[config.mk]
export PLATFORM = sky130hd
export DESIGN_NAME = exec_timing
export DESIGN_NICKNAME = d
export VERILOG_FILES = /design/src/exec_timing_pkg.sv /design/src/pin_sync.sv /design/src/exec_timing.sv
export SDC_FILE = /design/constraint.sdc
export NUM_CORES = 1
export LEC_CHECK = 0
export BUFFER_PORTS_ARGS = -buffer_cell sky130_fd_sc_hd__buf_2
export CORE_MARGIN = 4
export CORE_UTILIZATION = 56
export CTS_CLUSTER_DIAMETER = 100
export DETAILED_ROUTE_END_ITERATION = 8
export PLACE_DENSITY = 0.78
export REMOVE_ABC_BUFFERS = 1
export SLEW_MARGIN = 20
export SYNTH_ARGS = -nofsm -noshare
export SYNTH_HDL_FRONTEND = slang
export SYNTH_HIERARCHICAL = 1
export SYNTH_SLANG_ARGS = --single-unit
[constraint.sdc]
create_clock -name i_clk -period 7.1 [get_ports i_clk]
set_input_delay 0 -clock i_clk [delete_from_list [all_inputs] [get_ports i_clk]]
set_output_delay 0 -clock i_clk [all_outputs]
set_load 0.03 [all_outputs]
[src/exec_timing_pkg.sv]
// Purpose: shared constants for the table access and cycle timing block
// Assumes: 20 MHz clock, four quarter phases per instruction cycle
// Notes: register offsets are byte addresses on a 32-bit AXI4-Lite bus
package exec_timing_pkg;

	// ----------------------------------------------------------------
	// register map
	// ----------------------------------------------------------------
	localparam logic [7:0] OFS_INSTR = 8'h00;
	localparam logic [7:0] OFS_OPERAND = 8'h04;
	localparam logic [7:0] OFS_STATUS = 8'h08;
	localparam logic [7:0] OFS_RESULT = 8'h0c;
	localparam logic [7:0] OFS_TPTR = 8'h10;
	localparam logic [7:0] OFS_TLATCH = 8'h14;
	localparam logic [7:0] OFS_PCH = 8'h18;
	localparam logic [7:0] OFS_PC = 8'h1c;
	localparam logic [7:0] OFS_WREG = 8'h20;

	// status field positions
	localparam int ST_BUSY = 0;
	localparam int ST_PROG = 1;
	localparam int ST_CYC_LO = 2;
	localparam int ST_SKIP = 4;
	localparam int ST_WREG_WR = 5;
	localparam int ST_FILE_WR = 6;

	// ----------------------------------------------------------------
	// timing and reset values
	// ----------------------------------------------------------------
	localparam logic [1:0] Q_LAST = 2'h3;
	localparam logic [3:0] CLK_PER_CYC = 4'h4;
	localparam logic [15:0] PC_RESET = 16'h0000;
	localparam logic [15:0] TPTR_RESET = 16'h0000;
	localparam logic [15:0] TLATCH_RESET = 16'h0000;
	localparam logic [7:0] BYTE_RESET = 8'h00;

	// special file addresses
	localparam logic [7:0] WREG_ADDR = 8'h0a;
	localparam logic [7:0] PCL_ADDR = 8'h02;

	// axi responses
	localparam logic [1:0] RESP_OKAY = 2'h0;
	localparam logic [1:0] RESP_SLVERR = 2'h2;

	// instruction classes
	typedef enum logic [3:0] {
		op_other, op_xorwf, op_tstfsz, op_btfsc, op_btfss, op_long_call,
		op_call_goto, op_ret, op_retlw, op_table_write, op_table_read
	} op_kind_t;

endpackage : exec_timing_pkg

[src/pin_sync.sv]
// Purpose: three-stage synchroniser with agreement filter for a pin
// Assumes: input is asynchronous to i_clk
// Notes: output changes only once stages two and three agree
`timescale 1ns/10ps
module pin_sync (
	// clock and reset
	input wire logic i_clk,
	input wire logic i_rst_n,
	input wire logic i_ce,
	// pin and filtered level
	input wire logic i_pin,
	output logic o_level
);
	logic s1_q;
	logic s2_q;
	logic s3_q;

	// stage one feeds only stage two
	always_ff @(posedge i_clk or negedge i_rst_n) begin
		if (!i_rst_n) begin
			s1_q <= 1'b0;
			s2_q <= 1'b0;
			s3_q <= 1'b0;
			o_level <= 1'b0;
		end else if (i_ce) begin
			s1_q <= i_pin;
			s2_q <= s1_q;
			s3_q <= s2_q;
			if (s2_q == s3_q) begin
				o_level <= s3_q; // glitch of one sample never counts
			end
		end
	end
endmodule : pin_sync

[src/exec_timing.sv]
// Purpose: instruction timing, destination select and table access engine
// Assumes: program memory answers reads in the same clock domain
// Notes: one instruction at a time, started by a write to the instruction register
//
// How it works
// - store-select one writes file only, unless the file named is the working register; zero writes both working register and file.
// - long call loads pc high byte from the pch register and low byte from literal.
// - internal table write keeps programming until an interrupt event ends it.
// - table write to external memory lasts exactly two instruction cycles.
// - skip or test takes two cycles when true, one otherwise.
// - transfers and table ops take two cycles; table read to pc low takes three.
// - a taken skip discards the prefetched instruction and runs a no-operation.
`timescale 1ns/10ps
module exec_timing
	import exec_timing_pkg::*;
#(
	parameter logic [15:0] INT_MEM_TOP = 16'h3fff
) (
	// clock, enable, reset
	input wire logic i_clk,
	input wire logic i_ce,
	input wire logic i_reset_n,
	// interrupt event pin
	input wire logic i_irq_event,
	// program memory
	output logic [15:0] o_pm_addr,
	output logic [15:0] o_pm_wdata,
	output logic o_pm_we,
	output logic o_pm_rd,
	output logic o_pm_prog,
	input wire logic [15:0] i_pm_rdata,
	// pipeline flush for skipped fetch
	output logic o_flush,
	output logic o_busy,
	// axi4-lite slave
	input wire logic [7:0] s_axi_awaddr,
	input wire logic s_axi_awvalid,
	output logic s_axi_awready,
	input wire logic [31:0] s_axi_wdata,
	input wire logic [3:0] s_axi_wstrb,
	input wire logic s_axi_wvalid,
	output logic s_axi_wready,
	output logic [1:0] s_axi_bresp,
	output logic s_axi_bvalid,
	input wire logic s_axi_bready,
	input wire logic [7:0] s_axi_araddr,
	input wire logic s_axi_arvalid,
	output logic s_axi_arready,
	output logic [31:0] s_axi_rdata,
	output logic [1:0] s_axi_rresp,
	output logic s_axi_rvalid,
	input wire logic s_axi_rready
);
	typedef enum logic [1:0] {st_idle, st_exec, st_prog} state_t;

	// ----------------------------------------------------------------
	// reset release and interrupt pin
	// ----------------------------------------------------------------
	logic rst_a_q, rst_n;
	always_ff @(posedge i_clk or negedge i_reset_n) begin
		if (!i_reset_n) begin
			rst_a_q <= 1'b0;
			rst_n <= 1'b0;
		end else begin
			rst_a_q <= 1'b1;
			rst_n <= rst_a_q;
		end
	end

	logic irq_lvl, irq_old_q, irq_evt;
	pin_sync u_irq_sync (
		.i_clk(i_clk),
		.i_rst_n(rst_n),
		.i_ce(i_ce),
		.i_pin(i_irq_event),
		.o_level(irq_lvl)
	);
	always_ff @(posedge i_clk or negedge rst_n) begin
		if (!rst_n) irq_old_q <= 1'b0;
		else if (i_ce) irq_old_q <= irq_lvl;
	end
	assign irq_evt = irq_lvl & ~irq_old_q;

	// ----------------------------------------------------------------
	// axi4-lite write and read channels
	// ----------------------------------------------------------------
	logic aw_full_q, w_full_q;
	logic [7:0] aw_addr_q;
	logic [31:0] w_data_q;
	logic [3:0] w_strb_q;
	logic wr_fire, busy_w, wr_err;
	state_t state_q;

	assign s_axi_awready = ~aw_full_q;
	assign s_axi_wready = ~w_full_q;
	assign wr_fire = aw_full_q & w_full_q & ~s_axi_bvalid;
	assign busy_w = (state_q != st_idle);
	// registers owned by the engine refuse writes while it runs
	assign wr_err = !(aw_addr_q inside {OFS_INSTR, OFS_OPERAND, OFS_TPTR, OFS_TLATCH,
		OFS_PCH, OFS_WREG}) || (busy_w && aw_addr_q != OFS_OPERAND);

	always_ff @(posedge i_clk or negedge rst_n) begin
		if (!rst_n) begin
			aw_full_q <= 1'b0;
			w_full_q <= 1'b0;
			aw_addr_q <= 8'h00;
			w_data_q <= 32'h0000_0000;
			w_strb_q <= 4'h0;
			s_axi_bvalid <= 1'b0;
			s_axi_bresp <= RESP_OKAY;
		end else if (i_ce) begin
			if (s_axi_awvalid && !aw_full_q) begin
				aw_full_q <= 1'b1;
				aw_addr_q <= s_axi_awaddr;
			end
			if (s_axi_wvalid && !w_full_q) begin
				w_full_q <= 1'b1;
				w_data_q <= s_axi_wdata;
				w_strb_q <= s_axi_wstrb;
			end
			if (wr_fire) begin
				aw_full_q <= 1'b0;
				w_full_q <= 1'b0;
				s_axi_bvalid <= 1'b1;
				s_axi_bresp <= wr_err ? RESP_SLVERR : RESP_OKAY;
			end else if (s_axi_bready) begin
				s_axi_bvalid <= 1'b0;
			end
		end
	end

	// byte-lane merge of a write into an existing value
	function automatic logic [31:0] merge(input logic [31:0] old, input logic [31:0] d,
		input logic [3:0] s);
		logic [31:0] m;
		m = {{8{s[3]}}, {8{s[2]}}, {8{s[1]}}, {8{s[0]}}};
		return (old & ~m) | (d & m);
	endfunction : merge

	logic wr_ok;
	assign wr_ok = wr_fire & ~wr_err;

	// ----------------------------------------------------------------
	// decode
	// ----------------------------------------------------------------
	logic [15:0] instr_q;
	logic [7:0] operand_q, wreg_q, pch_q, result_q;
	logic [15:0] pc_q, tptr_q, tlatch_q;
	op_kind_t kind;
	logic cond_true;
	logic [1:0] base_cyc;
	logic [15:0] new_instr;

	// merge first, then cut: a function result cannot be part-selected directly
	logic [31:0] instr_mrg, operand_mrg, pch_mrg, wreg_mrg, tptr_mrg, tlatch_mrg;
	assign instr_mrg = merge({16'h0000, instr_q}, w_data_q, w_strb_q);
	assign operand_mrg = merge({24'h0, operand_q}, w_data_q, w_strb_q);
	assign pch_mrg = merge({24'h0, pch_q}, w_data_q, w_strb_q);
	assign wreg_mrg = merge({24'h0, wreg_q}, w_data_q, w_strb_q);
	assign tptr_mrg = merge({16'h0, tptr_q}, w_data_q, w_strb_q);
	assign tlatch_mrg = merge({16'h0, tlatch_q}, w_data_q, w_strb_q);
	assign new_instr = instr_mrg[15:0];

	always_comb begin
		kind = op_other;
		if (instr_q[15:9] == 7'b0000_110) kind = op_xorwf;
		else if (instr_q[15:8] == 8'h33) kind = op_tstfsz;
		else if (instr_q[15:11] == 5'b1001_1) kind = op_btfsc;
		else if (instr_q[15:11] == 5'b1001_0) kind = op_btfss;
		else if (instr_q[15:8] == 8'hb7) kind = op_long_call;
		else if (instr_q[15:8] == 8'hb6) kind = op_retlw;
		else if (instr_q[15:14] == 2'b11) kind = op_call_goto;
		else if (instr_q == 16'h0002 || instr_q == 16'h0005) kind = op_ret;
		else if (instr_q[15:10] == 6'b1010_11) kind = op_table_write;
		else if (instr_q[15:10] == 6'b1010_10) kind = op_table_read;
	end

	// skip conditions test the file operand
	always_comb begin
		case (kind)
			op_tstfsz: cond_true = (operand_q == 8'h00);
			op_btfsc: cond_true = ~operand_q[instr_q[10:8]];
			op_btfss: cond_true = operand_q[instr_q[10:8]];
			default: cond_true = 1'b0;
		endcase
	end

	logic ext_target;
	assign ext_target = (tptr_q > INT_MEM_TOP);

	always_comb begin
		case (kind)
			op_tstfsz, op_btfsc, op_btfss: base_cyc = cond_true ? 2'd2 : 2'd1;
			op_long_call, op_call_goto, op_ret, op_retlw, op_table_write: base_cyc = 2'd2;
			op_table_read: base_cyc = (instr_q[7:0] == PCL_ADDR) ? 2'd3 : 2'd2;
			default: base_cyc = 2'd1;
		endcase
	end

	// ----------------------------------------------------------------
	// sequencer: quarter phases and instruction cycles
	// ----------------------------------------------------------------
	logic pending_q, q4, last_cyc, start, finish, first_q4;
	logic [1:0] q_q, cyc_left_q, cyc_total_q;

	assign q4 = (q_q == Q_LAST);
	assign last_cyc = (cyc_left_q == 2'd0);
	assign start = (state_q == st_idle) & pending_q;
	assign first_q4 = (state_q == st_exec) & q4 & (cyc_left_q == cyc_total_q - 2'd1);
	assign finish = ((state_q == st_exec) & q4 & last_cyc & ~(kind == op_table_write & ~ext_target))
		| ((state_q == st_prog) & irq_evt);
	assign o_busy = busy_w | pending_q;

	always_ff @(posedge i_clk or negedge rst_n) begin
		if (!rst_n) begin
			state_q <= st_idle;
			q_q <= 2'd0;
			cyc_left_q <= 2'd0;
			cyc_total_q <= 2'd1;
			pending_q <= 1'b0;
		end else if (i_ce) begin
			if (wr_ok && aw_addr_q == OFS_INSTR) pending_q <= 1'b1;
			case (state_q)
				st_idle: if (pending_q) begin
					pending_q <= 1'b0;
					state_q <= st_exec;
					q_q <= 2'd0;
					cyc_left_q <= base_cyc - 2'd1;
					cyc_total_q <= base_cyc;
				end
				st_exec: begin
					q_q <= q_q + 2'd1;
					if (q4 && !last_cyc) cyc_left_q <= cyc_left_q - 2'd1;
					// internal programming outlasts the nominal cycles
					if (q4 && last_cyc) state_q <= finish ? st_idle : st_prog;
				end
				st_prog: if (irq_evt) state_q <= st_idle;
				default: state_q <= st_idle;
			endcase
		end
	end

	// ----------------------------------------------------------------
	// datapath: destinations, program counter, table registers
	// ----------------------------------------------------------------
	logic skipped_q, wreg_wr_q, file_wr_q;
	logic [7:0] file_addr_q;
	logic [7:0] xor_res;
	assign xor_res = wreg_q ^ operand_q;

	always_ff @(posedge i_clk or negedge rst_n) begin
		if (!rst_n) begin
			instr_q <= 16'h0000;
			operand_q <= BYTE_RESET;
			wreg_q <= BYTE_RESET;
			pch_q <= BYTE_RESET;
			result_q <= BYTE_RESET;
			file_addr_q <= BYTE_RESET;
			pc_q <= PC_RESET;
			skipped_q <= 1'b0;
			wreg_wr_q <= 1'b0;
			file_wr_q <= 1'b0;
		end else if (i_ce) begin
			if (wr_ok) begin
				case (aw_addr_q)
					OFS_INSTR: instr_q <= new_instr;
					OFS_OPERAND: operand_q <= operand_mrg[7:0];
					OFS_PCH: pch_q <= pch_mrg[7:0];
					OFS_WREG: wreg_q <= wreg_mrg[7:0];
					default: ;
				endcase
			end
			if (start) begin
				skipped_q <= 1'b0;
				wreg_wr_q <= 1'b0;
				file_wr_q <= 1'b0;
				file_addr_q <= instr_q[7:0];
			end
			if (first_q4) begin
				case (kind)
					op_xorwf: begin
						result_q <= xor_res;
						file_wr_q <= 1'b1;
						// naming the working register as file updates it alone
						if (!instr_q[8] || instr_q[7:0] == WREG_ADDR) begin
							wreg_q <= xor_res;
							wreg_wr_q <= 1'b1;
						end
					end
					op_retlw: begin
						wreg_q <= instr_q[7:0];
						wreg_wr_q <= 1'b1;
					end
					op_long_call: pc_q <= {pch_q, instr_q[7:0]};
					op_call_goto: pc_q <= {pc_q[15:13], instr_q[12:0]};
					op_table_read: begin
						result_q <= instr_q[9] ? tlatch_q[15:8] : tlatch_q[7:0];
						file_wr_q <= 1'b1;
						if (instr_q[7:0] == PCL_ADDR) begin
							pc_q <= {pch_q, instr_q[9] ? tlatch_q[15:8] : tlatch_q[7:0]};
						end
					end
					default: if (cond_true) skipped_q <= 1'b1;
				endcase
			end
			if (finish && !(kind inside {op_long_call, op_call_goto, op_table_read})) begin
				pc_q <= pc_q + (skipped_q ? 16'd2 : 16'd1);
			end
		end
	end

	// flush strobe and table engine
	always_ff @(posedge i_clk or negedge rst_n) begin
		if (!rst_n) begin
			o_flush <= 1'b0;
			o_pm_we <= 1'b0;
			o_pm_rd <= 1'b0;
			o_pm_prog <= 1'b0;
			o_pm_addr <= TPTR_RESET;
			o_pm_wdata <= TLATCH_RESET;
			tptr_q <= TPTR_RESET;
			tlatch_q <= TLATCH_RESET;
		end else if (i_ce) begin
			o_flush <= first_q4 && cond_true;
			o_pm_we <= 1'b0;
			o_pm_rd <= 1'b0;
			if (wr_ok && aw_addr_q == OFS_TPTR) begin
				tptr_q <= tptr_mrg[15:0];
			end
			if (wr_ok && aw_addr_q == OFS_TLATCH) begin
				tlatch_q <= tlatch_mrg[15:0];
			end
			if (first_q4 && kind == op_table_write) begin
				if (instr_q[9]) tlatch_q[15:8] <= operand_q;
				else tlatch_q[7:0] <= operand_q;
			end
			// a read puts the pointer out a cycle early so memory data settle by the last q4
			if (first_q4 && kind == op_table_read) o_pm_addr <= tptr_q;
			// second cycle puts the latch and pointer on the memory bus
			if (state_q == st_exec && q4 && last_cyc && kind == op_table_write) begin
				o_pm_addr <= tptr_q;
				o_pm_wdata <= tlatch_q;
				if (ext_target) begin
					o_pm_we <= 1'b1;
					if (instr_q[8]) tptr_q <= tptr_q + 16'd1;
				end else begin
					o_pm_prog <= 1'b1;
				end
			end
			if (state_q == st_prog && irq_evt) begin
				o_pm_prog <= 1'b0;
				if (instr_q[8]) tptr_q <= tptr_q + 16'd1;
			end
			if (state_q == st_exec && q4 && last_cyc && kind == op_table_read) begin
				o_pm_addr <= tptr_q;
				o_pm_rd <= 1'b1;
				tlatch_q <= i_pm_rdata;
				if (instr_q[8]) tptr_q <= tptr_q + 16'd1;
			end
		end
	end

	// read channel: data always from a register
	always_ff @(posedge i_clk or negedge rst_n) begin
		if (!rst_n) begin
			s_axi_rvalid <= 1'b0;
			s_axi_rdata <= 32'h0000_0000;
			s_axi_rresp <= RESP_OKAY;
		end else if (i_ce) begin
			if (s_axi_arvalid && !s_axi_rvalid) begin
				s_axi_rvalid <= 1'b1;
				s_axi_rresp <= RESP_OKAY;
				case (s_axi_araddr)
					OFS_INSTR: s_axi_rdata <= {16'h0, instr_q};
					OFS_OPERAND: s_axi_rdata <= {24'h0, operand_q};
					OFS_STATUS: s_axi_rdata <= {25'h0, file_wr_q, wreg_wr_q, skipped_q,
						cyc_total_q, state_q == st_prog, o_busy};
					OFS_RESULT: s_axi_rdata <= {16'h0, file_addr_q, result_q};
					OFS_TPTR: s_axi_rdata <= {16'h0, tptr_q};
					OFS_TLATCH: s_axi_rdata <= {16'h0, tlatch_q};
					OFS_PCH: s_axi_rdata <= {24'h0, pch_q};
					OFS_PC: s_axi_rdata <= {16'h0, pc_q};
					OFS_WREG: s_axi_rdata <= {24'h0, wreg_q};
					default: begin
						s_axi_rdata <= 32'h0000_0000;
						s_axi_rresp <= RESP_SLVERR;
					end
				endcase
			end else if (s_axi_rready) begin
				s_axi_rvalid <= 1'b0;
			end
		end
	end
	assign s_axi_arready = ~s_axi_rvalid;

	logic [3:0] clk_cnt_q;
	always_ff @(posedge i_clk or negedge rst_n) begin
		if (!rst_n) clk_cnt_q <= 4'h0;
		else if (i_ce) clk_cnt_q <= start ? 4'h1 : (busy_w ? clk_cnt_q + 4'h1 : clk_cnt_q);
	end
endmodule : exec_timing

# == After elaboration in Yosys (flattened, before gate mapping) ==
# Cells that the tools add are included.
# classes
n_addsub,6
mul,0
div,0
order_cmp,2
eq_ne,49
shift,0
n_mux,85
bitwise_logic,37
n_reduce_logical,75
# ops
operator,n
$mux 16,17
$pmux 16 s9,1
$and 16x16->16,4
$eq 8x5->1 const B,7
$mux 8,7
$or 16x16->16,3
$pmux 16 s3,1
$mux 4,10
$pmux 8 s2,2
$mux 1,29
$and 8x8->8,3
$eq 8x4->1 const B,3
$eq 8x6->1 const B,3
$logic_not 8->1,3
$or 8x8->8,3
$reduce_and 2->1,12
$mux 2,11
$reduce_and 3->1,7
$logic_and 1x1->1,18
$reduce_bool 2->1,9
$add 16x1->16 const B,1
$add 16x2->16,1
$eq 16x2->1 const B,1
$eq 16x3->1 const B,1
44 further kinds,97
# totals
regBits,225
latch_bits,0
mem_bits_rw,0
romBits,0
input_bits,77
output_inout_bits,78
word_cells,295
mem_count,0

# == Depth between registers and ports, before layout ==
# depth
depth_word,19
depth_mapped,10
mapped_depth_nobuf,10

# == Cells and area by module ==
# The synthesis kept the hierarchy.
# by_module_without_submodules
module,n_inst,cells_per_inst,area_each_um2,seq_area_each_um2
exec_timing,1,1169,11408.4,5081.1
pin_sync,1,10,156.4,100.1

# == Worst setup path before layout ==
# OpenSTA, ideal clock, no wires.
# synth_path
path_type,reg-to-reg
startpoint,reg skipped_q
endpoint,reg pc_q[14]
setup_ns,0.079
arrival_time_ns,2.333
required_time_ns,7.021
slack_ns,4.687
stages_incl_launch_ff,11
path_buffers,0
period_less_slack_ns,2.413
path_cell_list,dfrtp_1 inv_1 ha_1 inv_1 fa_1 nand3b_1 nor2_1 and3_1 nand2_1 a2111oi_0 a2bb2oi_1
# synth_between
elab_chain_cells,3
# synth_lines
item,line_no,source
"start, declared",exec_timing.sv:246,"logic skipped_q, wreg_wr_q, file_wr_q;"
"start signal, assigned",exec_timing.sv:260,skipped_q <= 1'b0;
"start signal, assigned",exec_timing.sv:274,skipped_q <= 1'b0;
"start signal, assigned",exec_timing.sv:303,default: if (cond_true) skipped_q <= 1'b1;
$mux 2,exec_timing.sv:307,pc_q <= pc_q + (skipped_q ? 16'd2 : 16'd1);
$add 16x2->16,exec_timing.sv:307,
$mux 16,exec_timing.sv:306,"if (finish && !(kind inside {op_long_call, op_call_goto, op_table_read})) begin"
"end signal, assigned",exec_timing.sv:295,"op_call_goto: pc_q <= {pc_q[15:13], instr_q[12:0]};"
"end signal, assigned",exec_timing.sv:300,"pc_q <= {pch_q, instr_q[9] ? tlatch_q[15:8] : tlatch_q[7:0]};"
"end signal, assigned",exec_timing.sv:307,
"end, declared",exec_timing.sv:148,"logic [15:0] pc_q, tptr_q, tlatch_q;"
# Every way passes these cells.
# A chain may end at the register's enable or synchronous reset.

# == Worst setup path in the final report ==
# layout_path
startpoint,reg q_q[0]
endpoint,reg pc_q[12]
# layout_between
elab_chain_cells,8
word_cells_on_any_way,12
classes_between,eq/ne (2); mux (1); bitwise (5); reduce/logical (4)
# layout_lines
item,line_no,source
"start, declared",exec_timing.sv:204,"logic [1:0] q_q, cyc_left_q, cyc_total_q;"
"start signal, assigned",exec_timing.sv:232,q_q <= q_q + 2'd1;
$eq 2x2->1 (*),exec_timing.sv:206,assign q4 = (q_q == Q_LAST);
$and 1x1->1 (*),"exec_timing.sv:209, exec_timing.sv:210",
$and 1x1->1 (2 in series),exec_timing.sv:210,assign finish = ((state_q == st_exec) & q4 & last_cyc & ~(kind == op_table_write & ~ext_target))
$or 1x1->1,exec_timing.sv:211,| ((state_q == st_prog) & irq_evt);
$logic_and 1x1->1,exec_timing.sv:306,
$ne 3x2->1 (no source line) (tied with other cells),--,
$reduce_and 4->1 (no source line),--,
# Every way passes the cells marked *; elsewhere a longest branch is shown, timed or not.

==> impl_metrics.py <==
metrics = {
    "status": {
        "outcome": "completed",
    },
    "die": {
        "dieWidth_um": 151.7,
        "rows": 52,
        "start_util": 0.5697,
        "fp.coreArea_um2": 20300,
        "die_height_um": 151.7,
        "die_area_um2": 23010,
        "pin_count": 155,
    },
    "place": {
        "place_area_um2": 12150,
        "io_buffers": 118,
        "gp_congestion": 0.9854,
        "post-dp-hpwl_um": 26090,
    },
    "routing": {
        "vias": 10370,
        "drt_pass1_iterations": 5,
        "highest_layer": "met4",
        "wl_um": 36660,
        "wl_per_cell_um": 23.14,
        "drt-vias-per-instance": 6.544,
        "drc_errors": 0,
        "ant_nets": 0,
        "wl_met1_um": 14740,
        "drt-initial-drc-count": 1355,
        "met3WireLength_um": 3863,
        "wl_met2_um": 16280,
    },
    "layout": {
        "final_area_um2": 13390,
        "final_util": 0.6596,
        "fin_nets": 1380,
        "area_growth_syn_to_layout_pct": 15.77,
        "fill_cells": 1619,
        "drive_gt1_frac": 0.2344,
        "antenna_cells": 0,
    },
    "synthesis": {
        "yosysMostFrequentCell": "dfrtp_1",
        "async_flop_share": 1.000,
        "synth_top_area_cell": "dfrtp_1",
        "synth-edff-count": 0,
        "yosysUniqueCellTypes": 97,
        "ys_seq_area_frac": 0.4480,
        "synthCells": 1179,
        "synth_common_cells": "206 x dfrtp_1, 135 x nand2_1, 88 x mux2_2",
        "syn_area_um2": 11560,
        "synth_flop_cell": "dfrtp_1",
        "yosys_register_bits": 207,
        "synth.top_cell.area_share": 0.4457,
        "synthTopCellsByArea": "dfrtp_1 45%, mux2_2 8.6%, nand2_1 4.4%",
        "avgSynthCellArea_um2": 9.809,
        "ys_warn_count": 6,
    },
    "timing": {
        "worstMarginPinSlew_ns": 1.083,
        "tns_ns": 0,
        "rsz0062_at_grt": "no",
        "min_period_ns": 3.266,
        "fmax_ghz": 0.3062,
        "relSlewSlack": 0.2676,
        "drv_slew": 0,
        "hold_violations": 0,
        "skew_ns": 0.01602,
        "finalSetupViolCount": 0,
        "min_period_over_period": 0.4599,
        "whs_ns": 0.01490,
    },
    "setup_path": {
        "max_stage_delay_ns": 0.63,
        "critPathMaxFanout": 18,
        "start_kind": "flip-flop",
        "worstSetupEndpointType": "flip-flop",
        "critPathArrivalTime_ns": 3.64,
        "worst_path_most_repeated_cell": "and2_1",
        "worstSetupPathType": "reg -> reg",
        "crit_slowest_cell": "and2_1",
        "cp_cell_sequence": "ha_1, nor3b_1, and2_1, a21o_1, and2_1, o21a_1, a41oi_1",
        "cp_data_required_time_ns": 7.48,
    },
    "grt": {
        "antenna_found_initial": 0,
        "grt_pass1_wl_um": 56460,
        "grt_pass1_vias": 9666,
        "grtUsageTotal": 0.3194,
        "grt_max_degree": 151,
        "grt.overflow.total": 0,
    },
    "pwr": {
        "leakagePower_nw": 6.276,
        "p_per_area_nw_per_um2": 268.9,
        "vdd_ir_drop_max_mv": 0.2173,
        "power_mw": 3.600,
    },
    "clock_tree": {
        "clock-sinks": 207,
        "cts.clk_slew.worst_paths_ns": 0.07,
        "h-tree-depth": 1,
        "root_buffer": "clkbuf_16",
        "cts_buffer_depth": 3,
        "cts_setup_buffers": 0,
        "cts_buffers": 23,
        "clkLatencyLatePin_ns": 0.52,
        "cts_tree": "yes",
    },
    "hold_path": {
        "hold_path.class": "in -> reg",
    },
    "run": {
        "drv_cap": 0,
    },
}
[path summary, 6_finish.rpt]
path | start | to | slack, ns | depth (start not counted)
min in group asynchronous | i_reset_n | rst_a_q | 0.32 | 3
setup reg to reg | q_q[0] | pc_q[12] | 3.83 | 7
max in group asynchronous | rst_n | s_axi_rresp[1] | 5.37 | 1
hold / removal | i_pm_rdata[10] | tlatch_q[10] | 0.01 | 4
hold reg to reg | rst_a_q | rst_n | 0.36 | 0
setup / recovery | q_q[0] | pc_q[12] | 3.83 | 7
[cell usage in the layout (no fill, tap or decap), types with 12 or more instances in the layout]
master | netlist | layout
dfrtp_1 | 206 | 205
a22oi_1 | 27 | 27
buf_2 | 24 | 118
nor4_1 | 13 | 13
and2_1 | 15 | 15
nand4_1 | 18 | 18
a21oi_1 | 56 | 56
nand2_1 | 135 | 135
dlygate4sd3_1 | 0 | 46
nor2b_1 | 14 | 14
conb_1 | 2 | 19
a22o_1 | 26 | 26
and3_1 | 18 | 18
clkbuf_16 | 0 | 23
o21ai_1 | 13 | 13
o22ai_1 | 24 | 24
o21ai_0 | 40 | 40
a221oi_1 | 12 | 12
mux2_2 | 88 | 88
nor3_1 | 17 | 17
nand3_1 | 40 | 40
nor2_1 | 68 | 68
mux2i_1 | 17 | 17
inv_1 | 39 | 39
[what timing repair did]
action,in CTS,in global routing
hold buffers,46,0
endpoints found under the setup margin,0,0
gates resized for setup,0,0
hold endpoints to repair,52,0
[per-layer routing]
| layer | global-route usage | vias to the layer above |
|---|---|---|
| met5 | 0 | - |
| met4 | 0.1226 | 0 |
| met3 | 0.05324 | 110 |
| met2 | 0.4956 | 652 |
| met1 | 0.4520 | 5051 |
| li1 | - | 4552 |
[layout make-up]
class / instances / area (um2) / share of cell area
repair buffers: 174 / 1139 / 0.08504
multi-input cells: 852 / 5796 / 0.4329
clock buffers: 25 / 603.1 / 0.04504
inverters: 40 / 150.1 / 0.01121
well taps: 270 / 337.8 / 0.02523
clock inverters: 16 / 178.9 / 0.01336
flip-flops and latches: 207 / 5185 / 0.3873
[metrics by stage]
stage	worst slack (ns)	cells
finish	3.834	1584
global route	3.734	1584
CTS	3.976	1584
detailed placement	3.985	1497
global placement	4.073	1497
floorplan	0.9063	1099
[worst max-delay path, delay by kind of cell (launching register included)]
family / cells / cell delay (ns)
flip-flops: 1 / 0.37
AND/OR/NAND/NOR: 3 / 1.49
AO/OA/AOI/OAI: 3 / 0.99
adder cells (fa/ha/maj): 1 / 0.26
[power breakdown]
part | internal [mW] | switching [mW]
sequential | 1.35 | 0.330
combinational | 0.300 | 0.379
clock | 0.728 | 0.509
[logic make-up after synthesis]
kind of cell,synth area share
adder cells (fa/ha/maj),0.006059
buffers and inverters,0.05691
AND/OR/NAND/NOR,0.1818
AO/OA/AOI/OAI,0.1837
XOR/XNOR,0.003679
multiplexers,0.1192
flip-flops,0.4480
other,0.0006494
No activity file was read; power rests on OpenSTA's default activity.
